[src/include/cil_pkg.sv]
//------------------------------------------------------------
// Functional notes
//------------------------------------------------------------
package cil_pkg;
    //--------------------------------------------------------
    // configuration space byte addresses
    //--------------------------------------------------------
    localparam logic [11:0] CFG_ID_ADDR        = 12'h000;
    localparam logic [11:0] CFG_REV_ADDR       = 12'h008;
    localparam logic [11:0] CFG_SUBSYS_ADDR    = 12'h02c;
    localparam logic [11:0] CFG_PCIE_CAP_ADDR  = 12'h060;
    localparam logic [11:0] CFG_DEV_CTRL_ADDR  = 12'h068;
    localparam logic [11:0] CFG_LINK_CTRL_ADDR = 12'h070;
    localparam logic [11:0] CFG_DSN_ADDR       = 12'h100;
    localparam logic [11:0] DSN_LOW_OFS        = 12'h004;
    localparam logic [11:0] DSN_HIGH_OFS       = 12'h008;
    localparam logic [11:0] CFG_DSN_LOW_ADDR   = CFG_DSN_ADDR + DSN_LOW_OFS;
    localparam logic [11:0] CFG_DSN_HIGH_ADDR  = CFG_DSN_ADDR + DSN_HIGH_OFS;
    localparam logic [11:0] CFG_VC_CAP_ADDR    = 12'h140;
    localparam logic [11:0] VC_RES_CTRL_OFS    = 12'h014;
    localparam logic [11:0] CFG_VC_RES_ADDR    = CFG_VC_CAP_ADDR
                                                 + VC_RES_CTRL_OFS;
    //--------------------------------------------------------
    // fields and reset values
    //--------------------------------------------------------
    localparam logic [7:0]  PCIE_CAP_ID      = 8'h10;
    localparam logic [3:0]  PCIE_CAP_VER     = 4'h2;
    localparam logic [15:0] DSN_CAP_ID       = 16'h0003;
    localparam logic [15:0] VC_CAP_ID        = 16'h0002;
    localparam int unsigned LINK_CTRL_CC_BIT = 6;
    localparam int unsigned LINK_CTRL_ES_BIT = 7;
    localparam int unsigned MSGNUM_LSB       = 25;
    localparam int unsigned MPS_LSB          = 5;
    localparam logic [15:0] DEV_CTRL_RESET   = 16'h0000;
    localparam logic [15:0] LINK_CTRL_RESET  = 16'h0000;
    localparam logic [6:0]  TC_MAP_RESET     = 7'h7f;
    localparam logic [2:0]  MPS_MAX_CODE     = 3'h5;
    localparam logic [10:0] MPS_BASE_DW      = 11'h020;
    //--------------------------------------------------------
    // link power state codes
    //--------------------------------------------------------
    localparam logic [2:0] LS_L0       = 3'h0;
    localparam logic [2:0] LS_SW_L1    = 3'h1;
    localparam logic [2:0] LS_SW_L23   = 3'h2;
    localparam logic [2:0] LS_PME      = 3'h3;
    localparam logic [2:0] LS_ASPM_L0S = 3'h4;
    localparam logic [2:0] LS_TR_L1    = 3'h5;
    localparam logic [2:0] LS_TR_L23   = 3'h6;
    localparam logic [2:0] LS_ASPM_L1  = 3'h7;
    //--------------------------------------------------------
    // controller register map, byte offsets
    //--------------------------------------------------------
    localparam logic [7:0] WB_IDS_ADDR    = 8'h00;
    localparam logic [7:0] WB_SUBSYS_ADDR = 8'h04;
    localparam logic [7:0] WB_MISC_ADDR   = 8'h08;
    localparam logic [7:0] WB_SN_LO_ADDR  = 8'h0c;
    localparam logic [7:0] WB_SN_HI_ADDR  = 8'h10;
    localparam logic [7:0] WB_STAT_ADDR   = 8'h14;
    localparam int unsigned MISC_MSG_LSB  = 8;
    localparam int unsigned MISC_CC_BIT   = 16;
    localparam int unsigned MISC_ES_BIT   = 17;
    localparam int unsigned MISC_MPS_LSB  = 20;
    localparam int unsigned STAT_MAP_LSB  = 8;
    localparam int unsigned STAT_CHK_BIT  = 16;
    localparam int unsigned STAT_GEN_BIT  = 17;
    // identity reset values are arbitrary
    localparam logic [31:0] IDS_RESET    = 32'h0001_0001;
    localparam logic [31:0] SUBSYS_RESET = 32'h0001_0001;
    localparam logic [31:0] MISC_RESET   = 32'h0000_0001;
    localparam logic [31:0] SN_RESET     = 32'h0000_0000;
endpackage

[src/include/cil_if.sv]
`timescale 1ns/10ps
interface cil_if;
    logic [15:0] device_identifier_in;
    logic [15:0] vendor_identifier_in;
    logic [7:0]  revision_identifier_in;
    logic [15:0] subsystem_identifier_in;
    logic [15:0] subsystem_vendor_identifier_in;
    logic [63:0] serial_number_in;
    logic [4:0]  interrupt_message_number_in;
    logic        common_clock_override;
    logic        extended_sync_override;
    logic [2:0]  forced_payload_size;
    logic [2:0]  link_power_state_code;
    logic [6:0]  traffic_class_map_out;
    logic        ecrc_check_enable_out;
    logic        ecrc_generate_enable_out;

    modport device (
        input  device_identifier_in, vendor_identifier_in,
        input  revision_identifier_in, subsystem_identifier_in,
        input  subsystem_vendor_identifier_in, serial_number_in,
        input  interrupt_message_number_in, common_clock_override,
        input  extended_sync_override, forced_payload_size,
        output link_power_state_code, traffic_class_map_out,
        output ecrc_check_enable_out, ecrc_generate_enable_out
    );
    modport user (
        output device_identifier_in, vendor_identifier_in,
        output revision_identifier_in, subsystem_identifier_in,
        output subsystem_vendor_identifier_in, serial_number_in,
        output interrupt_message_number_in, common_clock_override,
        output extended_sync_override, forced_payload_size,
        input  link_power_state_code, traffic_class_map_out,
        input  ecrc_check_enable_out, ecrc_generate_enable_out
    );
endinterface // cil_if

[src/cil_device.sv]
// Our own choice: the Wishbone register port.
`timescale 1ns/10ps
module cil_device #(
    parameter int unsigned MPS_FORCE_ATTR = 1
) (
    // clock and reset
    input  wire logic        clk_i,
    input  wire logic        rst_i,
    // user side link
    cil_if.device            link,
    // configuration access
    input  wire logic        cfg_rd_en_i,
    input  wire logic [11:0] cfg_rd_addr_i,
    output logic      [31:0] cfg_rd_data_o,
    output logic             cfg_rd_valid_o,
    input  wire logic        cfg_wr_en_i,
    input  wire logic [11:0] cfg_wr_addr_i,
    input  wire logic [31:0] cfg_wr_data_i,
    // power management status
    input  wire logic        pm_aspm_l0s_i,
    input  wire logic        pm_aspm_l1_i,
    input  wire logic        pm_sw_l1_i,
    input  wire logic        pm_sw_l23_i,
    input  wire logic        pm_pme_i,
    input  wire logic        pm_moving_i,
    // received payload check
    input  wire logic        rx_len_valid_i,
    input  wire logic [9:0]  rx_len_i,
    output logic             rx_len_err_o,
    // effective link behaviour
    output logic             eff_common_clock_o,
    output logic             eff_ext_sync_o,
    output logic      [2:0]  eff_mps_o
);
    import cil_pkg::*;

    if (MPS_FORCE_ATTR > 1) begin : g_bad_attr
        $error("MPS_FORCE_ATTR must be 0 or 1");
    end

    //--------------------------------------------------------
    // helpers
    //--------------------------------------------------------
    function automatic logic [2:0] ls_encode(
        input logic l0s, input logic a1, input logic s1,
        input logic s23, input logic pme, input logic mv);
        // aspm states win: they overlay any software state
        if (l0s) begin
            return LS_ASPM_L0S;
        end
        if (a1) begin
            return LS_ASPM_L1;
        end
        if (mv && s1) begin
            return LS_TR_L1;
        end
        if (mv && s23) begin
            return LS_TR_L23;
        end
        if (s1) begin
            return LS_SW_L1;
        end
        if (s23) begin
            return LS_SW_L23;
        end
        if (pme) begin
            return LS_PME;
        end
        return LS_L0;
    endfunction

    function automatic logic [10:0] mps_limit(input logic [2:0] m);
        logic [2:0] c;
        // reserved codes clamp to the largest size
        c = (m > MPS_MAX_CODE) ? MPS_MAX_CODE : m;
        return 11'(MPS_BASE_DW << c);
    endfunction

    //--------------------------------------------------------
    // captured identity
    //--------------------------------------------------------
    logic [15:0] dev_id_q;
    logic [15:0] ven_id_q;
    logic [7:0]  rev_id_q;
    logic [15:0] sub_id_q;
    logic [15:0] sub_ven_q;
    logic [63:0] serial_q;
    logic [4:0]  msg_num_q;
    logic        cc_ovr_q;
    logic        es_ovr_q;
    logic [2:0]  fmps_q;

    always_ff @(posedge clk_i) begin
        if (rst_i) begin
            dev_id_q  <= 16'h0000;
            ven_id_q  <= 16'h0000;
            rev_id_q  <= 8'h00;
            sub_id_q  <= 16'h0000;
            sub_ven_q <= 16'h0000;
            serial_q  <= 64'h0;
            msg_num_q <= 5'h00;
            cc_ovr_q  <= 1'b0;
            es_ovr_q  <= 1'b0;
            fmps_q    <= 3'h0;
        end else begin
            dev_id_q  <= link.device_identifier_in;
            ven_id_q  <= link.vendor_identifier_in;
            rev_id_q  <= link.revision_identifier_in;
            sub_id_q  <= link.subsystem_identifier_in;
            sub_ven_q <= link.subsystem_vendor_identifier_in;
            serial_q  <= link.serial_number_in;
            msg_num_q <= link.interrupt_message_number_in;
            cc_ovr_q  <= link.common_clock_override;
            es_ovr_q  <= link.extended_sync_override;
            fmps_q    <= link.forced_payload_size;
        end
    end

    //--------------------------------------------------------
    // software control registers
    //--------------------------------------------------------
    logic [15:0] dev_ctrl_q;
    logic [15:0] link_ctrl_q;
    logic [6:0]  tc_map_q;

    always_ff @(posedge clk_i) begin
        if (rst_i) begin
            dev_ctrl_q  <= DEV_CTRL_RESET;
            link_ctrl_q <= LINK_CTRL_RESET;
            tc_map_q    <= TC_MAP_RESET;
        end else if (cfg_wr_en_i) begin
            case ({cfg_wr_addr_i[11:2], 2'b00})
                CFG_DEV_CTRL_ADDR: begin
                    dev_ctrl_q <= cfg_wr_data_i[15:0];
                end
                CFG_LINK_CTRL_ADDR: begin
                    link_ctrl_q <= cfg_wr_data_i[15:0];
                end
                CFG_VC_RES_ADDR: begin
                    tc_map_q <= cfg_wr_data_i[7:1];
                end
                default: begin
                end
            endcase
        end
    end

    //--------------------------------------------------------
    // configuration read port
    //--------------------------------------------------------
    logic [31:0] rd_data_q;
    logic        rd_valid_q;

    always_ff @(posedge clk_i) begin
        if (rst_i) begin
            rd_data_q  <= 32'h0;
            rd_valid_q <= 1'b0;
        end else begin
            rd_valid_q <= cfg_rd_en_i;
            if (cfg_rd_en_i) begin
                case ({cfg_rd_addr_i[11:2], 2'b00})
                    CFG_ID_ADDR: begin
                        rd_data_q <= {dev_id_q, ven_id_q};
                    end
                    CFG_REV_ADDR: begin
                        rd_data_q <= {24'h0, rev_id_q};
                    end
                    CFG_SUBSYS_ADDR: begin
                        rd_data_q <= {sub_id_q, sub_ven_q};
                    end
                    CFG_PCIE_CAP_ADDR: begin
                        rd_data_q <= {2'b00, msg_num_q,
                                      5'h00, PCIE_CAP_VER,
                                      8'h00, PCIE_CAP_ID};
                    end
                    CFG_DEV_CTRL_ADDR: begin
                        // forcing never rewrites this field
                        rd_data_q <= {16'h0, dev_ctrl_q};
                    end
                    CFG_LINK_CTRL_ADDR: begin
                        // overrides leave the stored bits as written
                        rd_data_q <= {16'h0, link_ctrl_q};
                    end
                    CFG_DSN_ADDR: begin
                        rd_data_q <= {16'h0, DSN_CAP_ID};
                    end
                    CFG_DSN_LOW_ADDR: begin
                        rd_data_q <= serial_q[31:0];
                    end
                    CFG_DSN_HIGH_ADDR: begin
                        rd_data_q <= serial_q[63:32];
                    end
                    CFG_VC_CAP_ADDR: begin
                        rd_data_q <= {16'h0, VC_CAP_ID};
                    end
                    CFG_VC_RES_ADDR: begin
                        // tc0 is always mapped, vc0 always enabled
                        rd_data_q <= {1'b1, 23'h0, tc_map_q, 1'b1};
                    end
                    default: begin
                        rd_data_q <= 32'h0;
                    end
                endcase
            end
        end
    end

    assign cfg_rd_data_o  = rd_data_q;
    assign cfg_rd_valid_o = rd_valid_q;

    //--------------------------------------------------------
    // effective behaviour and payload check
    //--------------------------------------------------------
    logic       eff_cc_q;
    logic       eff_es_q;
    logic [2:0] eff_mps_q;
    logic       len_err_q;
    logic [2:0] mps_now;
    logic [10:0] rx_dw;

    assign mps_now = (MPS_FORCE_ATTR == 1) ? fmps_q
                   : dev_ctrl_q[MPS_LSB +: 3];
    // a zero length field means the largest payload
    assign rx_dw = {~|rx_len_i, rx_len_i};

    always_ff @(posedge clk_i) begin
        if (rst_i) begin
            eff_cc_q  <= 1'b0;
            eff_es_q  <= 1'b0;
            eff_mps_q <= 3'h0;
            len_err_q <= 1'b0;
        end else begin
            eff_cc_q  <= link_ctrl_q[LINK_CTRL_CC_BIT] | cc_ovr_q;
            eff_es_q  <= link_ctrl_q[LINK_CTRL_ES_BIT] | es_ovr_q;
            eff_mps_q <= mps_now;
            len_err_q <= rx_len_valid_i
                         && (rx_dw > mps_limit(mps_now));
        end
    end

    assign eff_common_clock_o = eff_cc_q;
    assign eff_ext_sync_o     = eff_es_q;
    assign eff_mps_o          = eff_mps_q;
    assign rx_len_err_o       = len_err_q;

    //--------------------------------------------------------
    // status back to user logic
    //--------------------------------------------------------
    logic [2:0] ls_q;
    logic [6:0] map_out_q;

    always_ff @(posedge clk_i) begin
        if (rst_i) begin
            ls_q      <= LS_L0;
            map_out_q <= TC_MAP_RESET;
        end else begin
            ls_q      <= ls_encode(pm_aspm_l0s_i, pm_aspm_l1_i,
                                   pm_sw_l1_i, pm_sw_l23_i,
                                   pm_pme_i, pm_moving_i);
            map_out_q <= tc_map_q;
        end
    end

    assign link.link_power_state_code    = ls_q;
    assign link.traffic_class_map_out    = map_out_q;
    // ecrc is not offered, both enables stay low
    assign link.ecrc_check_enable_out    = 1'b0;
    assign link.ecrc_generate_enable_out = 1'b0;
endmodule // cil_device

[src/flat_wrapper.sv]
// flat-port wrapper written by rule: the top's interface ports become plain ports
module cil_device_flat import cil_pkg::*;
#(
    parameter int unsigned MPS_FORCE_ATTR = 1
)
  (clk_i, rst_i, cfg_rd_en_i, cfg_rd_addr_i, cfg_rd_data_o, cfg_rd_valid_o, cfg_wr_en_i, cfg_wr_addr_i, cfg_wr_data_i, pm_aspm_l0s_i, pm_aspm_l1_i, pm_sw_l1_i, pm_sw_l23_i, pm_pme_i, pm_moving_i, rx_len_valid_i, rx_len_i, rx_len_err_o, eff_common_clock_o, eff_ext_sync_o, eff_mps_o, link_device_identifier_in, link_vendor_identifier_in, link_revision_identifier_in, link_subsystem_identifier_in, link_subsystem_vendor_identifier_in, link_serial_number_in, link_interrupt_message_number_in, link_common_clock_override, link_extended_sync_override, link_forced_payload_size, link_link_power_state_code, link_traffic_class_map_out, link_ecrc_check_enable_out, link_ecrc_generate_enable_out);
  cil_if link_i ();
  input  wire logic clk_i;
  input  wire logic rst_i;
  input  wire logic cfg_rd_en_i;
  input  wire logic [11:0] cfg_rd_addr_i;
  output logic      [31:0] cfg_rd_data_o;
  output logic cfg_rd_valid_o;
  input  wire logic cfg_wr_en_i;
  input  wire logic [11:0] cfg_wr_addr_i;
  input  wire logic [31:0] cfg_wr_data_i;
  input  wire logic pm_aspm_l0s_i;
  input  wire logic pm_aspm_l1_i;
  input  wire logic pm_sw_l1_i;
  input  wire logic pm_sw_l23_i;
  input  wire logic pm_pme_i;
  input  wire logic pm_moving_i;
  input  wire logic rx_len_valid_i;
  input  wire logic [9:0] rx_len_i;
  output logic rx_len_err_o;
  output logic eff_common_clock_o;
  output logic eff_ext_sync_o;
  output logic      [2:0] eff_mps_o;
  input wire logic [$bits(link_i.device_identifier_in)-1:0] link_device_identifier_in;
  input wire logic [$bits(link_i.vendor_identifier_in)-1:0] link_vendor_identifier_in;
  input wire logic [$bits(link_i.revision_identifier_in)-1:0] link_revision_identifier_in;
  input wire logic [$bits(link_i.subsystem_identifier_in)-1:0] link_subsystem_identifier_in;
  input wire logic [$bits(link_i.subsystem_vendor_identifier_in)-1:0] link_subsystem_vendor_identifier_in;
  input wire logic [$bits(link_i.serial_number_in)-1:0] link_serial_number_in;
  input wire logic [$bits(link_i.interrupt_message_number_in)-1:0] link_interrupt_message_number_in;
  input wire logic [$bits(link_i.common_clock_override)-1:0] link_common_clock_override;
  input wire logic [$bits(link_i.extended_sync_override)-1:0] link_extended_sync_override;
  input wire logic [$bits(link_i.forced_payload_size)-1:0] link_forced_payload_size;
  output wire logic [$bits(link_i.link_power_state_code)-1:0] link_link_power_state_code;
  output wire logic [$bits(link_i.traffic_class_map_out)-1:0] link_traffic_class_map_out;
  output wire logic [$bits(link_i.ecrc_check_enable_out)-1:0] link_ecrc_check_enable_out;
  output wire logic [$bits(link_i.ecrc_generate_enable_out)-1:0] link_ecrc_generate_enable_out;
  assign link_i.device_identifier_in = link_device_identifier_in;
  assign link_i.vendor_identifier_in = link_vendor_identifier_in;
  assign link_i.revision_identifier_in = link_revision_identifier_in;
  assign link_i.subsystem_identifier_in = link_subsystem_identifier_in;
  assign link_i.subsystem_vendor_identifier_in = link_subsystem_vendor_identifier_in;
  assign link_i.serial_number_in = link_serial_number_in;
  assign link_i.interrupt_message_number_in = link_interrupt_message_number_in;
  assign link_i.common_clock_override = link_common_clock_override;
  assign link_i.extended_sync_override = link_extended_sync_override;
  assign link_i.forced_payload_size = link_forced_payload_size;
  assign link_link_power_state_code = link_i.link_power_state_code;
  assign link_traffic_class_map_out = link_i.traffic_class_map_out;
  assign link_ecrc_check_enable_out = link_i.ecrc_check_enable_out;
  assign link_ecrc_generate_enable_out = link_i.ecrc_generate_enable_out;
  cil_device #(.MPS_FORCE_ATTR(MPS_FORCE_ATTR)) u_core (.clk_i(clk_i), .rst_i(rst_i), .link(link_i), .cfg_rd_en_i(cfg_rd_en_i), .cfg_rd_addr_i(cfg_rd_addr_i), .cfg_rd_data_o(cfg_rd_data_o), .cfg_rd_valid_o(cfg_rd_valid_o), .cfg_wr_en_i(cfg_wr_en_i), .cfg_wr_addr_i(cfg_wr_addr_i), .cfg_wr_data_i(cfg_wr_data_i), .pm_aspm_l0s_i(pm_aspm_l0s_i), .pm_aspm_l1_i(pm_aspm_l1_i), .pm_sw_l1_i(pm_sw_l1_i), .pm_sw_l23_i(pm_sw_l23_i), .pm_pme_i(pm_pme_i), .pm_moving_i(pm_moving_i), .rx_len_valid_i(rx_len_valid_i), .rx_len_i(rx_len_i), .rx_len_err_o(rx_len_err_o), .eff_common_clock_o(eff_common_clock_o), .eff_ext_sync_o(eff_ext_sync_o), .eff_mps_o(eff_mps_o));
endmodule
[config.mk]
export PLATFORM = sky130hd
export DESIGN_NAME = cil_device_flat
export DESIGN_NICKNAME = d
export VERILOG_FILES = /design/src/include/cil_pkg.sv /design/src/include/cil_if.sv /design/src/cil_device.sv /design/src/flat_wrapper.sv
export SDC_FILE = /design/constraint.sdc
export NUM_CORES = 1
export LEC_CHECK = 0
export BUFFER_PORTS_ARGS = -buffer_cell sky130_fd_sc_hd__clkbuf_2
export CAP_MARGIN = 20
export CELL_PAD_IN_SITES_DETAIL_PLACEMENT = 0
export CELL_PAD_IN_SITES_GLOBAL_PLACEMENT = 2
export CORE_MARGIN = 2
export CORE_UTILIZATION = 30
export CTS_CLUSTER_SIZE = 25
export DETAILED_ROUTE_END_ITERATION = 10
export HOLD_SLACK_MARGIN = 0.12
export PLACE_DENSITY = 0.89
export SLEW_MARGIN = 25
export SYNTH_ARGS = -nofsm -noshare
export SYNTH_HDL_FRONTEND = slang
export SYNTH_SLANG_ARGS = --single-unit
[constraint.sdc]
create_clock -name clk_i -period 3.15 [get_ports clk_i]
set_clock_uncertainty 0.1 [all_clocks]
set_input_delay 0 -clock clk_i [delete_from_list [all_inputs] [get_ports clk_i]]
set_output_delay 0 -clock clk_i [all_outputs]
set_load 0.05 [all_outputs]
# Word-level counts from Yosys, hierarchy flattened
# Cells that the tools add are included.
# op_classes
magnitude_cmp	2
n_eq_ne	13
shift	1
mux	56
n_bitwise	2
n_reduce_logical	9
# ops
operator	n
$pmux W32 S11	1
$eq A10 B7 Y1 const B	6
$mux W3	20
$eq A10 B5 Y1 const B	5
$mux W1	35
$gt A11 B11 Y1	1
$shl A6 B3 Y11 const A	1
$eq A10 B2 Y1 const B	1
$eq A10 B4 Y1 const B	1
$logic_not A10 Y1	1
$reduce_or A10 Y1	1
$reduce_and A2 Y1	3
$gt A3 B3 Y1 const B	1
$logic_and A1 B1 Y1	3
$or A1 B1 Y1	2
$logic_not A1 Y1	1
# totals
reg_bits	234
inputBits	223
output_inout_bits	51
word_cells	104

# Longest topological paths before layout
# Gate-level depths: netlist of run 1.
# depth
ltp_word	36
ltp_mapped	9
depth_no_buf	8

# Worst setup path before layout of run 1
# Ideal clock, no wire load.
# synth_timing
kind	register to register
from	reg u_core.fmps_q[1]
to	reg u_core.len_err_q, in the netlist u_core.rx_len_err_o
setup_time_ps	70
arrival_ps	1924
required_ps	2980
slack_ps	1056
path_stages_with_launch	7
path_buffers	0
synth_period_minus_slack_ps	2094
path_cell_list	dfxtp_1 > or3b_2 > ha_1 > nand4_1 > nor3_1 > or4b_2 > a21oi_1
# synth_via
elab_chain_cells	5
# synth_rtl
element	line	rtl
from (decl)	cil_device.sv:91	logic [2:0] fmps_q;
from (signal assigned)	cil_device.sv:115	fmps_q <= link.forced_payload_size;
$gt A3 B3 Y1	cil_device.sv:75	c = (m > MPS_MAX_CODE) ? MPS_MAX_CODE : m;
$mux W3 (*)	cil_device.sv:75	
$shl A6 B3 Y11 (*)	cil_device.sv:76	return 11'(MPS_BASE_DW << c);
$gt A11 B11 Y1 (*)	cil_device.sv:237	&& (rx_dw > mps_limit(mps_now));
$logic_and A1 B1 Y1 (*)	cil_device.sv:237	
to (signal assigned)	cil_device.sv:236	len_err_q <= rx_len_valid_i
to (decl)	cil_device.sv:217	logic len_err_q;
# Mark *: on every way between the ends. The rest lies on a longest branch, timed or not.
# A chain may end at the register's enable or synchronous reset.

==> results of run 1 <==
-- cell usage in the layout (no fill, tap or decap), types with 3 or more instances in the layout --
master / Yosys / final
ha_1: 6 / 6
a21boi_0: 5 / 5
a21oi_1: 49 / 49
and3_1: 7 / 7
clkbuf_1: 34 / 5
nor2b_1: 156 / 153
inv_1: 11 / 11
clkbuf_2: 2 / 250
a221oi_1: 9 / 9
a22oi_1: 24 / 24
a222oi_1: 17 / 17
clkinv_2: 0 / 4
bufinv_16: 0 / 3
and2_1: 4 / 4
o22ai_1: 5 / 5
clkbuf_8: 0 / 5
or2_2: 7 / 7
dlygate4sd3_1: 0 / 269
diode_2: 0 / 9
clkbuf_16: 0 / 26
buf_4: 6 / 14
a32oi_1: 4 / 4
a22o_1: 19 / 19
nand4_1: 3 / 3
nor2_1: 38 / 37
nand2_1: 118 / 118
o21a_1: 3 / 3
nand3_1: 4 / 4
a211o_1: 7 / 7
nor4_1: 3 / 3
nor2b_4: 0 / 3
mux2i_1: 8 / 8
nor3_1: 8 / 8
dfxtp_1: 234 / 234
o21ai_0: 31 / 31
-- worst min-delay path by stage --
stage	from	end	slack, ps	cells after the start
after detailed placement	pm_aspm_l0s_i	u_core.link.link_power_state_code[0]	100	2
after global placement	pm_aspm_l0s_i	u_core.link.link_power_state_code[1]	110	2
after floorplan	pm_aspm_l0s_i	u_core.link.link_power_state_code[0]	-20	1
after CTS	link_serial_number_in[39]	u_core.serial_q[39]	120	3
final	link_serial_number_in[2]	u_core.serial_q[2]	110	3
after global routing	link_revision_identifier_in[2]	u_core.rev_id_q[2]	130	3
-- worst reg2reg max path: cells and delay by family, from the launching register on --
family	cells	cell delay [ps]
AND/OR/NAND/NOR	4	1210
adder cells (fa/ha/maj)	1	310
flip-flops	1	420
buffers and inverters	1	580
AO/OA/AOI/OAI	1	110
-- metal layers --
layer | track usage (%) | vias to the layer above
met1 | 23.8 | 3932
met5 | 0 | -
met2 | 37.3 | 301
met4 | 8.91 | 0
li1 | - | 4026
met3 | 2.86 | 83
-- stage by stage --
| step | hold WS [ps] | power (W) | setup slack [ps] | instance area [um2] | std cells |
|---|---|---|---|---|---|
| after floorplan | -20.7 | 0.00338 | 1060 | 8480 | 878 |
| after global placement | 107 | 0.00358 | 772 | 10100 | 1462 |
| after detailed placement | 105 | 0.00359 | 771 | 10100 | 1462 |
| after CTS | 120 | 0.00695 | 273 | 13600 | 1778 |
| after global routing | 133 | 0.00716 | 47.6 | 13700 | 1787 |
| final | 111 | 0.00692 | 240 | 13700 | 1787 |
-- final cells by class --
type,count,area [um2],area share (%)
Timing Repair Buffer,535,4080,29.8
Antenna cell,9,22.5,0.165
Inverter,11,41.3,0.302
Tap cell,378,473,3.46
Multi-Input combinational cell,573,3480,25.5
Sequential cell,234,4680,34.3
Clock buffer,36,738,5.40
Clock inverter,11,150,1.10
-- flip-flops by register name, indices dropped and copies added (netlist names), 3 cells and up --
signal	cells
u_core.cfg_rd_data_o	32
u_core.dev_ctrl_q	16
u_core.dev_id_q	16
u_core.eff_mps_o	3
u_core.fmps_q	3
u_core.link.link_power_state_code	3
u_core.link.traffic_class_map_out	7
u_core.link_ctrl_q	16
u_core.msg_num_q	5
u_core.rev_id_q	8
u_core.serial_q	64
u_core.sub_id_q	16
u_core.sub_ven_q	16
u_core.tc_map_q	7
u_core.ven_id_q	16
-- power by group --
group	switching, W	internal (W)
sequential	0.0000321	0.00307
combinational	0.000291	0.000411
clock	0.00124	0.00188
total	0.00156	0.00536
-- Yosys cell counts (all sizes together) (2+ instances only) --
master,instances
a211o,7
a211oi,2
a21boi,5
a21oi,49
a221o,2
a221oi,9
a222oi,17
a22o,19
a22oi,24
a32oi,4
and2,4
and3,8
buf,24
clkbuf,36
dfxtp,234
ha,6
inv,11
mux2i,8
nand2,118
nand3,4
nand3b,2
nand4,3
nand4b,2
nand4bb,2
nor2,40
nor2b,156
nor3,9
nor3b,3
nor4,3
nor4b,2
o21a,3
o21ai,34
o22ai,5
or2,7
or4,2
-- kinds of logic (layout without fill, tap and decap cells) --
kind of cell | after synthesis | count (layout) | synth area share [%]
AND/OR/NAND/NOR | 372 | 372 | 23.6
adder cells (fa/ha/maj) | 6 | 6 | 0.886
XOR/XNOR | 2 | 2 | 0.207
flip-flops | 234 | 234 | 55.3
multiplexers | 8 | 8 | 0.945
AO/OA/AOI/OAI | 183 | 183 | 14.9
other | 1 | 11 | 0.0442
buffers and inverters | 71 | 593 | 4.07
-- repair_timing --
| item | in CTS | in global routing |
|---|---|---|
| setup endpoints to repair | 0 | 0 |
| hold buffers | 269 | 0 |
| hold endpoints to repair | 226 | 0 |
==> run summary, run 1 <==
- completed — status
- 9 — WP depth
- 2910 ps — final period demand of the worst path
- 5.64 nW — leakage power
- input port — kind of start point of the critical path
- 0.836 — weighted congestion reported at the end of routability-driven placement
- dlygate4sd3_1 -> buf_6 -> nor2b_1 -> and2_1 -> nand4bb_1 -> and3_1 -> buf_4 -> a22oi_1 -> dlygate4sd3_1 — worst-path cell chain
- 17.2 um — routed len/inst
- flop — kind of capture point of the worst setup path
- no — setup repair after global routing missed its margin
- 913 ps — Worst Tran Pin Value
- 172 um — Die H
- dfxtp_1, nor2b_1, nand2_1 — Synth area leaders
- 30.5% — initial core utilization
- 39.1% — headroom to the max-slew limit
- 55.3% — share of the synthesized area in the top cell type
- 9.66 um2 — mean instance size in the synthesized netlist
- 26 — TritonCTS Buffers
- u_core.rx_len_err_o — terminus of the critical flop-to-flop path
- 251 — number of port buffers
- 3220 ps — data arrival at the endpoint of the critical path
- 29,600 um2 — Die Footprint
- 8,342 — total number of vias
- 3 — number of buffers on the longest clock path
- 0 — number of gates resized after cts
- 148 — pin count of the biggest net entering global routing
- 1,610 — layout net count
- u_core.cfg_rd_data_o[1] — endpoint of the worst setup timing path
- 0 — DRC
- 0 — Hold Fails Final Rpt
- 540 ps — Worst-Skew Late Latency
- u_core.fmps_q[1] — worst reg2reg startpoint
- dfxtp_1 — library cell occupying the most area in the post-synthesis netlist
- 20.4% — Total GRT Usage
- 12,300 um — Met1 Wirelength
- 55.3% — sequential element share of the synthesized area
- 7 — number of cells on the worst reg-to-reg path
- 8480 um2 — area of the mapped netlist
- met4 — highest signal layer in the routed design
- 4 — buffering stage count on the worst path with inverters included
- 234 — number of sinks on the clock net
- 0 — Max Transition Viols Final
- buffers and inverters — kind of cell with the highest combined delay on the critical path
- 234 — number of flip-flops and latches in the synthesized netlist
- 18,300 um — dpl hpwl
- 3460 ps — critical path data required time
- in2reg — worst setup path category
- 0 — grt ovf
- 1610 um — Met3 Wirelength
- 61.3% — area growth from synthesis to final layout
- 7 — length of the first detailed-routing pass in iterations
- in2reg — class of the tightest hold or removal check
- 8,763 — via count of the first global-routing pass
- 274 — count of pins on the block boundary
- 453 — violation count after the first detailed-routing iteration
- 60 ps — clock-pin slew of the registers on the worst-case setup and hold paths
- 0 — Synthesis Warnings
- 4.67 — Vias/cell
- dfxtp_1 — Top FF cell, synth
- 506 nW/um2 — ratio of total power to cell area
- 760 ps — Worst path max stage delay
- 172 um — die width
- 0.442 mV — peak supply drop
- 877 — cell count after synthesis
- 57 — maximum net fanout on the critical path
- 46,600 um — global-route wire length before repair
- 92.4% — final critical-path share of the clock period
- and3_1 — Slowest-stage cell, CP
- 344 MHz — Max Fclk
- 0 ps — Setup TNS
- 0 — number of flops mapped to enable cells by yosys
- 27,800 um2 — core region area
- 23.6% — share of final-layout standard cells stronger than drive strength 1
- 0 — post-CTS setup-driven buffer insertion count
- 9 — antenna violations before repair
- 2,523 — fill cell count
- rst_i — critical path launch point
- 61 — Site Rows
- 49.2% — utilization of the core after routing
- 0 — max-capacitance violation count
- dlygate4sd3_1 — most frequent CP cell
- 0 — final count of negative-setup-slack endpoints
- 30,700 um — final routed wirelength across all metal layers
- done — CTS tree
- clkbuf_16 — root buf cell
- 370 ps — FF-to-FF setup slack
- 15,600 um — met2 wire len
- 62 — Yosys cell types
- 1 — Max H-tree Level
- 0 — DRT antenna net count
- 0% — post-synthesis async set-or-reset flop share
Power figures use the tool's default switching activity.
==> inputs of run 2 (changes only) <==
--- a/config.mk
+++ b/config.mk
@@ -5,6 +5,7 @@
 export SDC_FILE = /design/constraint.sdc
 export NUM_CORES = 1
 export LEC_CHECK = 0
+export ABC_AREA = 1
 export BUFFER_PORTS_ARGS = -buffer_cell sky130_fd_sc_hd__clkbuf_2
 export CAP_MARGIN = 20
 export CELL_PAD_IN_SITES_DETAIL_PLACEMENT = 0
@@ -14,7 +15,8 @@
 export CTS_CLUSTER_SIZE = 25
 export DETAILED_ROUTE_END_ITERATION = 10
 export HOLD_SLACK_MARGIN = 0.12
-export PLACE_DENSITY = 0.89
+export MAX_ROUTING_LAYER = met4
+export PLACE_DENSITY = 0.95
 export SLEW_MARGIN = 25
 export SYNTH_ARGS = -nofsm -noshare
 export SYNTH_HDL_FRONTEND = slang
==> run 2 against run 1 <==
The run now fails in 4_1_cts. Synthesized cell count grew 45%. Area after synthesis up 8.0%.
==> run summary, run 2 <==
- 234 — number of sinks on the clock net, unchanged
- 179 um — Die H, +3.8%
- 19,200 um — dpl hpwl, +5.3%
- 0.763 — weighted congestion reported at the end of routability-driven placement, -8.7%
- 274 — count of pins on the block boundary, unchanged
- [ERROR RSZ-0060] Max buffer count reached. — Stop Error
- 251 — number of port buffers, unchanged
- clkbuf_16 — root buf cell
- dfxtp_1 — Top FF cell, synth
- 0 — number of flops mapped to enable cells by yosys, unchanged
- 9150 um2 — area of the mapped netlist, +8.0%
- dfxtp_1 — library cell occupying the most area in the post-synthesis netlist
- 63 — Site Rows, +3.3%
- 1010 ps — Setup WS pre-CTS, +242 ps
- 179 um — die width, +3.8%
- 4_1_cts — stopping stage
- 0 — post-CTS setup-driven buffer insertion count, unchanged
- 234 — number of flip-flops and latches in the synthesized netlist, unchanged
- 3 — number of buffers on the longest clock path, unchanged
- 1,270 — cell count after synthesis, +45%
- dfxtp_1, nand2_1, inv_1 — Synth area leaders
- 0% — post-synthesis async set-or-reset flop share, unchanged
- 7.20 um2 — mean instance size in the synthesized netlist, -25%
- nand2_1, inv_1, dfxtp_1 — ranking of synthesized cells by instance count
- nand2_1 — most used standard cell by instance count after synthesis
- 0 — number of gates resized after cts, unchanged
- 51.2% — sequential element share of the synthesized area, -4.1 points
- 1 — Max H-tree Level, unchanged
- 0 — Synthesis Warnings, unchanged
- 33 — Yosys cell types, -47%
- 51.2% — share of the synthesized area in the top cell type, -4.1 points
- 387 — CTS Hold Bufs, +44%
- stopped before the end — status
- 28 — TritonCTS Buffers, +7.7%
- 30.6% — initial core utilization, +0.12 points
-- run 2: cell count changes after synthesis, sizes merged, moves of 9 or more --
cell and delta:
a21oi +25, a221oi -9, a222oi -17, a22o -19
a22oi -24, buf -9, inv +245, nand2 +149
nand3 +44, nand4 +9, nor2 +184, nor2b -156
o21ai +28
-- run 2: logic make-up after synthesis --
kind of cell / synth area share, %
other: 0.0410
buffers and inverters: 13.4
AO/OA/AOI/OAI: 8.98
adder cells (fa/ha/maj): 0.820
AND/OR/NAND/NOR: 25.5
flip-flops: 51.2
-- run 2: through the flow --
stage | cells | utilization, % | cell area, um2
floorplan | 1271 | - | 9150
global placement | 1870 | 35.9 | 10700
detailed placement | 1870 | 35.9 | 10700
==> inputs of run 3 (changes only) <==
--- a/config.mk
+++ b/config.mk
@@ -8,15 +8,10 @@
 export ABC_AREA = 1
 export BUFFER_PORTS_ARGS = -buffer_cell sky130_fd_sc_hd__clkbuf_2
 export CAP_MARGIN = 20
-export CELL_PAD_IN_SITES_DETAIL_PLACEMENT = 0
-export CELL_PAD_IN_SITES_GLOBAL_PLACEMENT = 2
 export CORE_MARGIN = 2
-export CORE_UTILIZATION = 30
-export CTS_CLUSTER_SIZE = 25
+export CORE_UTILIZATION = 20
 export DETAILED_ROUTE_END_ITERATION = 10
-export HOLD_SLACK_MARGIN = 0.12
-export MAX_ROUTING_LAYER = met4
-export PLACE_DENSITY = 0.95
+export PLACE_DENSITY_LB_ADDON = 0.15
 export SLEW_MARGIN = 25
 export SYNTH_ARGS = -nofsm -noshare
 export SYNTH_HDL_FRONTEND = slang
==> run 3 against run 2 <==
The run now ends clean. Synthesized cell count is the same. Area after synthesis unchanged.
==> run summary, run 3 <==
- 9150 um2 — area of the mapped netlist, unchanged
- 0 — DRC
- 46.8% — clock share of power
- 495 nW/um2 — ratio of total power to cell area
- 56.0% — area growth from synthesis to final layout
- 33 — Yosys cell types, unchanged
- 45,300 um2 — core region area
- no — setup repair after global routing missed its margin
- 218 um — die width, +22%
- 234 — number of sinks on the clock net, unchanged
- dfxtp_1, nand2_1, inv_1 — Synth area leaders
- in2reg — worst setup path category
- 0.00542 W — internal cell power
- flop — kind of capture point of the worst setup path
- 2580 ps — data arrival at the endpoint of the critical path
- 401 — violation count after the first detailed-routing iteration
- 3240 um2 — area of combinational cells with multiple inputs
- 50,500 um — global-route wire length before repair
- 0 ps — Setup TNS
- 1 — antenna violations before repair
- 13.8% — Total GRT Usage
- 550 ps — Worst-Skew Late Latency
- 0 — max-capacitance violation count
- 0.757 — weighted congestion reported at the end of routability-driven placement, -0.79%
- 23.2% — share of total power consumed by net switching
- 43.9% — share of total power in sequential cells
- 0 — Hold Fails Final Rpt
- 445 MHz — Max Fclk
- nand2_1 — leading cell type in the layout, fill and taps excluded
- 218 um — Die H, +22%
- dfxtp_1 — library cell occupying the most area in the post-synthesis netlist
- 51.2% — share of the synthesized area in the top cell type, unchanged
- 14,300 um2 — area of all placed cells without fillers
- clkbuf_16 — root buf cell
- 0 — final count of negative-setup-slack endpoints
- 19.2% — share of final-layout standard cells stronger than drive strength 1
- input port — kind of start point of the critical path
- 14.0 um — routed len/inst
- 7.05 nW — leakage power
- 0 — grt ovf
- 1 — Max H-tree Level, unchanged
- nand2_1, inv_1, dfxtp_1 — ranking of synthesized cells by instance count
- 0.400 mV — peak supply drop
- 0% — post-synthesis async set-or-reset flop share, unchanged
- 0 — number of antenna cells inserted
- 9,103 — total number of vias
- 28 — TritonCTS Buffers, unchanged
- 234 — number of flip-flops and latches in the synthesized netlist, unchanged
- 47,500 um2 — Die Footprint
- 1,974 — layout net count
- 20.2% — initial core utilization, -10 points
- nand2_1 — most used standard cell by instance count after synthesis
- 23,000 um — dpl hpwl, +20%
- 57.2% — headroom to the max-slew limit
- u_core.serial_q — register name with the most flops
- 0 — number of gates resized after cts, unchanged
- 51.2% — sequential element share of the synthesized area, unchanged
- u_core.fmps_q[1] — worst reg2reg startpoint
- 1,270 — cell count after synthesis, unchanged
- 0 — number of flops mapped to enable cells by yosys, unchanged
- 11,000 um2 — Post-Place Cell Area, +3.0%
- dfxtp_1 — Top FF cell, synth
- 6 — length of the first detailed-routing pass in iterations
- 33,200 um — final routed wirelength across all metal layers
- 3.85 — Vias/cell
- 641 ps — Worst Tran Pin Value
- 251 — number of port buffers, unchanged
- 3480 ps — critical path data required time
- 0.00164 W — reported net switching power
- nand2_1, clkbuf_2, inv_1 — most frequent cells in the layout
- 3 — number of buffers on the longest clock path, unchanged
- 32 — maximum net fanout on the critical path
- 0 — Max Transition Viols Final
- 7.20 um2 — mean instance size in the synthesized netlist, unchanged
- cfg_wr_addr_i[3] — Worst Min Path Start
- 64 — number of flip-flops in the largest register
- in2reg — class of the tightest hold or removal check
- completed — status
- 4,922 — fill cell count
- 60 ps — clock-pin slew of the registers on the worst-case setup and hold paths
- cfg_wr_addr_i[8] — critical path launch point
- 2,367 — final cell count without fillers
- 2,085 — total instance count after detailed placement, +11%
- done — CTS tree
- 71.3% — final critical-path share of the clock period
- 78 — Site Rows, +24%
- 2250 ps — final period demand of the worst path
- 31.5% — utilization of the core after routing
- 274 — count of pins on the block boundary, unchanged
- 9,032 — via count of the first global-routing pass
- 119 — pin count of the biggest net entering global routing
- 0 — Synthesis Warnings, unchanged
- 9.4% — power share of the combinational group
- 30.7 ps — minimum hold slack
- 0 — DRT antenna net count
- 4680 um2 — Sequential cell area
run 3: cell counts after synthesis:
No cell type changed its count.
run 3: worst paths after layout:
kind | end | slack, ps | depth (start not counted)
worst min register to register | u_core.dev_ctrl_q[5] | 350 | 2
worst max-delay path | u_core.dev_ctrl_q[9] | 900 | 9
worst max register to register | u_core.rx_len_err_o | 970 | 8
worst min-delay path | u_core.link_ctrl_q[9] | 30 | 5
run 3: cell families (layout without fill, tap and decap cells):
| family | count (synthesis) | in the layout | share of synthesized area, % |
|---|---|---|---|
| adders and majority gates | 6 | 6 | 0.820 |
| other | 1 | 2 | 0.0410 |
| DFF | 234 | 234 | 51.2 |
| and+or+nand+nor | 565 | 565 | 25.5 |
| AOI/OAI and AO/OA | 156 | 156 | 8.98 |
| buffers and inverters | 308 | 804 | 13.4 |
run 3: per-stage QoR:
| step | setup WS [ps] | total power, W |
|---|---|---|
| finish | 903 | 0.00706 |
| global route | 739 | 0.00740 |
| CTS | 996 | 0.00719 |
| detailed placement | 1100 | 0.00361 |
| global placement | 1090 | 0.00360 |
| floorplan | 1600 | 0.00337 |
run 3: final cells by class:
cell class | count | area share, %
sequential | 234 | 32.8
clock buffer | 42 | 5.64
multi-input combinational | 729 | 22.7
clock inverter | 10 | 0.920
inverter | 256 | 6.73
timing repair buffer | 496 | 25.9
tap | 600 | 5.26
run 3: timing repair:
action / 4_1_cts / 5_1_grt
buffers inserted: 0 / 0
hold buffers: 230 / 0
hold endpoints to repair: 211 / 0
run 3: power by group through the flow:
| stage | registers, W | logic (W) | clock network [W] |
|---|---|---|---|
| final | 0.00310 | 0.000661 | 0.00330 |
| after global routing | 0.00310 | 0.000734 | 0.00356 |
| after CTS | 0.00310 | 0.000669 | 0.00342 |
| after detailed placement | 0.00316 | 0.000446 | 0 |
| after global placement | 0.00316 | 0.000441 | 0 |
| after floorplan | 0.00318 | 0.000198 | 0 |
run 3: per-layer routing:
layer | share of wire, % | track usage (%)
met1 | 47 | 18.4
met2 | 45 | 22.1
met3 | 4.7 | 2.54
met4 | 3.3 | 4.99
met5 | 0.024 | 0
run 3: worst max-delay path, cell delays in order:
cell,delay [ps]
dlygate4sd3_1,540
clkbuf_2,110
nor3_1,220
dlygate4sd3_1,580
nand3_1,70
buf_4,240
o21ai_0,180
a21oi_1,50
dlygate4sd3_1,560
==> inputs of run 4 (changes only) <==
==> constraint.sdc (replaced) <==
create_clock -name clk_i -period 2.3 [get_ports clk_i]
set_clock_uncertainty 0.1 [all_clocks]
set_input_delay 0 -clock clk_i [delete_from_list [all_inputs] [get_ports clk_i]]
set_output_delay 0 -clock clk_i [all_outputs]
set_load 0.05 [all_outputs]
==> run 4 against run 3 <==
The flow now finishes with violations (negative hold slack). First-iteration DRC count down 21%. Power up 40%. Sequential share of layout area about the same. Critical path depth down 3. Register-to-register slack worse by 820 ps. Final area up 0.11%. Clock-buffer cell count down 3. Core utilization about the same. Routed wire length up 2.4%. Global-route usage up 0.34 points. Highest routed layer unchanged.
==> run summary, run 4 (synthesized netlist as in run 3, its figures left out) <==
- 2,088 — total instance count after detailed placement, +0.14%
- 466 MHz — Max Fclk
- 9,171 — via count of the first global-routing pass, +1.5%
- 31.6% — utilization of the core after routing, +0.033 points
- -36.8 ps — minimum hold slack, -67.5 ps
- u_core.rx_len_err_o — endpoint of the worst setup timing path
- 0 — DRC, unchanged
- 7.06 nW — leakage power, +0.10%
- 29 — TritonCTS Buffers, +3.6%
- 0 — grt ovf, unchanged
- 0 — DRT antenna net count, unchanged
- 6 — number of cells on the worst reg-to-reg path, -2
- 0 — post-CTS setup-driven buffer insertion count, unchanged
- finished with violations — status
- flop — kind of capture point of the worst setup path
- reg2reg — worst setup path category
- 2680 ps — critical path data required time, -800 ps
- done — CTS tree
- u_core.fmps_q[2] — critical path launch point
- 47,500 um2 — Die Footprint, unchanged
- 45,300 um2 — core region area, unchanged
- 755 ps — Worst Tran Pin Value, +115 ps
- u_core.rx_len_err_o — terminus of the critical flop-to-flop path
- 23,300 um — dpl hpwl, +1.3%
- 0 — final count of negative-setup-slack endpoints, unchanged
- 15 — Hold Fails Final Rpt, +15
- 1 — antenna violations before repair, unchanged
- 0 — number of antenna cells inserted, unchanged
- 234 — number of sinks on the clock net, unchanged
- 2150 ps — final period demand of the worst path
- 1,971 — layout net count, -0.15%
- u_core.serial_q — register name with the most flops
- 20.2% — initial core utilization, unchanged
- 64 — number of flip-flops in the largest register, unchanged
- 19.9% — share of final-layout standard cells stronger than drive strength 1, +0.70 points
- u_core.fmps_q[2] — worst reg2reg startpoint
- 0 — max-capacitance violation count, unchanged
- 0 — Max Transition Viols Final, unchanged
- 150 ps — FF-to-FF setup slack, -820 ps
- 274 — count of pins on the block boundary, unchanged
- 51,500 um — global-route wire length before repair, +1.9%
- 251 — number of port buffers, unchanged
- nand2_1, clkbuf_2, inv_1 — most frequent cells in the layout
- 49.3% — headroom to the max-slew limit, -7.9 points
- 2530 ps — data arrival at the endpoint of the critical path, -50 ps
- 34,000 um — final routed wirelength across all metal layers, +2.4%
- 78 — pin count of the biggest net entering global routing, -34%
- 93.3% — final critical-path share of the clock period
- 14.4 um — routed len/inst, +2.7%
- 690 nW/um2 — ratio of total power to cell area, +39%
- 4 — length of the first detailed-routing pass in iterations, -2
- 318 — violation count after the first detailed-routing iteration, -21%
- 3 — number of buffers on the longest clock path, unchanged
- 60 ps — clock-pin slew of the registers on the worst-case setup and hold paths, about the same
- 56.2% — area growth from synthesis to final layout
- 550 ps — Worst-Skew Late Latency, about the same
- cfg_wr_addr_i[11] — Worst Min Path Start
- 0.765 — weighted congestion reported at the end of routability-driven placement, +1.0%
- 218 um — die width, unchanged
- 9,048 — total number of vias, -0.60%
- negative hold slack — failing checks
- 4,986 — fill cell count, +1.3%
- 218 um — Die H, unchanged
- 1 — Max H-tree Level, unchanged
- 4 — maximum net fanout on the critical path, -88%
- 3.83 — Vias/cell, -0.31%
- nand2_1 — leading cell type in the layout, fill and taps excluded
- no — setup repair after global routing missed its margin
- 78 — Site Rows, unchanged
- 0.461 mV — peak supply drop, +15%
- 2,360 — final cell count without fillers, -0.30%
- clkbuf_16 — root buf cell
- 14.1% — Total GRT Usage, +0.34 points
- in2reg — class of the tightest hold or removal check
- 0 ps — Setup TNS, unchanged
- flop — kind of start point of the critical path
## run 4: layer usage
layer / wire length, um / global-route usage (%)
met5: 11 / 0
met4: 578 / 3.24
met3: 1610 / 2.66
met2: 16000 / 24.2
met1: 15800 / 18.3
## run 4: repair_timing
action	CTS	global route
endpoints found under the setup margin	0	2
resized for setup	0	6
hold buffers	223	0
hold endpoints to repair	228	0
## run 4: worst min-delay path by stage
stage / cells past startpoint / endpoint / slack [ps]
after floorplan: 2 / u_core.cc_ovr_q / 7
after global placement: 3 / u_core.fmps_q[0] / 100
after detailed placement: 3 / u_core.ven_id_q[14] / 100
after CTS: 5 / u_core.dev_ctrl_q[3] / 2
after global routing: 5 / u_core.dev_ctrl_q[15] / 1
final: 5 / u_core.dev_ctrl_q[10] / -40
## run 4: worst max-delay path: stages (launching register included)
cell and delay (ps):
dfxtp_1 390, o21ai_0 130, ha_1 340, nand4_1 150, a21o_1 190, a211oi_1 210, dlygate4sd3_1 560
## run 4: metrics by stage
| step | instance area [um2] | setup slack, ps | total power, W |
|---|---|---|---|
| floorplan | 9150 | 754 | 0.00462 |
| global placement | 11100 | 372 | 0.00495 |
| detailed placement | 11100 | 355 | 0.00495 |
| CTS | 14300 | 148 | 0.0100 |
| global route | 14300 | 27.0 | 0.0103 |
| finish | 14300 | 154 | 0.00985 |
## run 4: final cells by class
class                      instances  area (um2)  area share [%]
clock buffer                      39         823            5.76
multi-input combinational        729        3260            22.8
timing repair buffer             492        3660            25.6
sequential                       234        4680            32.8
tap                              600         751            5.25
inverter                         256         961            6.73
clock inverter                    10         153            1.07
## run 4: power breakdown
group	internal, W	total [W]	switching (W)
Clock	0.00292	0.00470	0.00178
Sequential	0.00420	0.00424	0.0000409
Combinational	0.000475	0.000910	0.000435
Total	0.00760	0.00985	0.00226
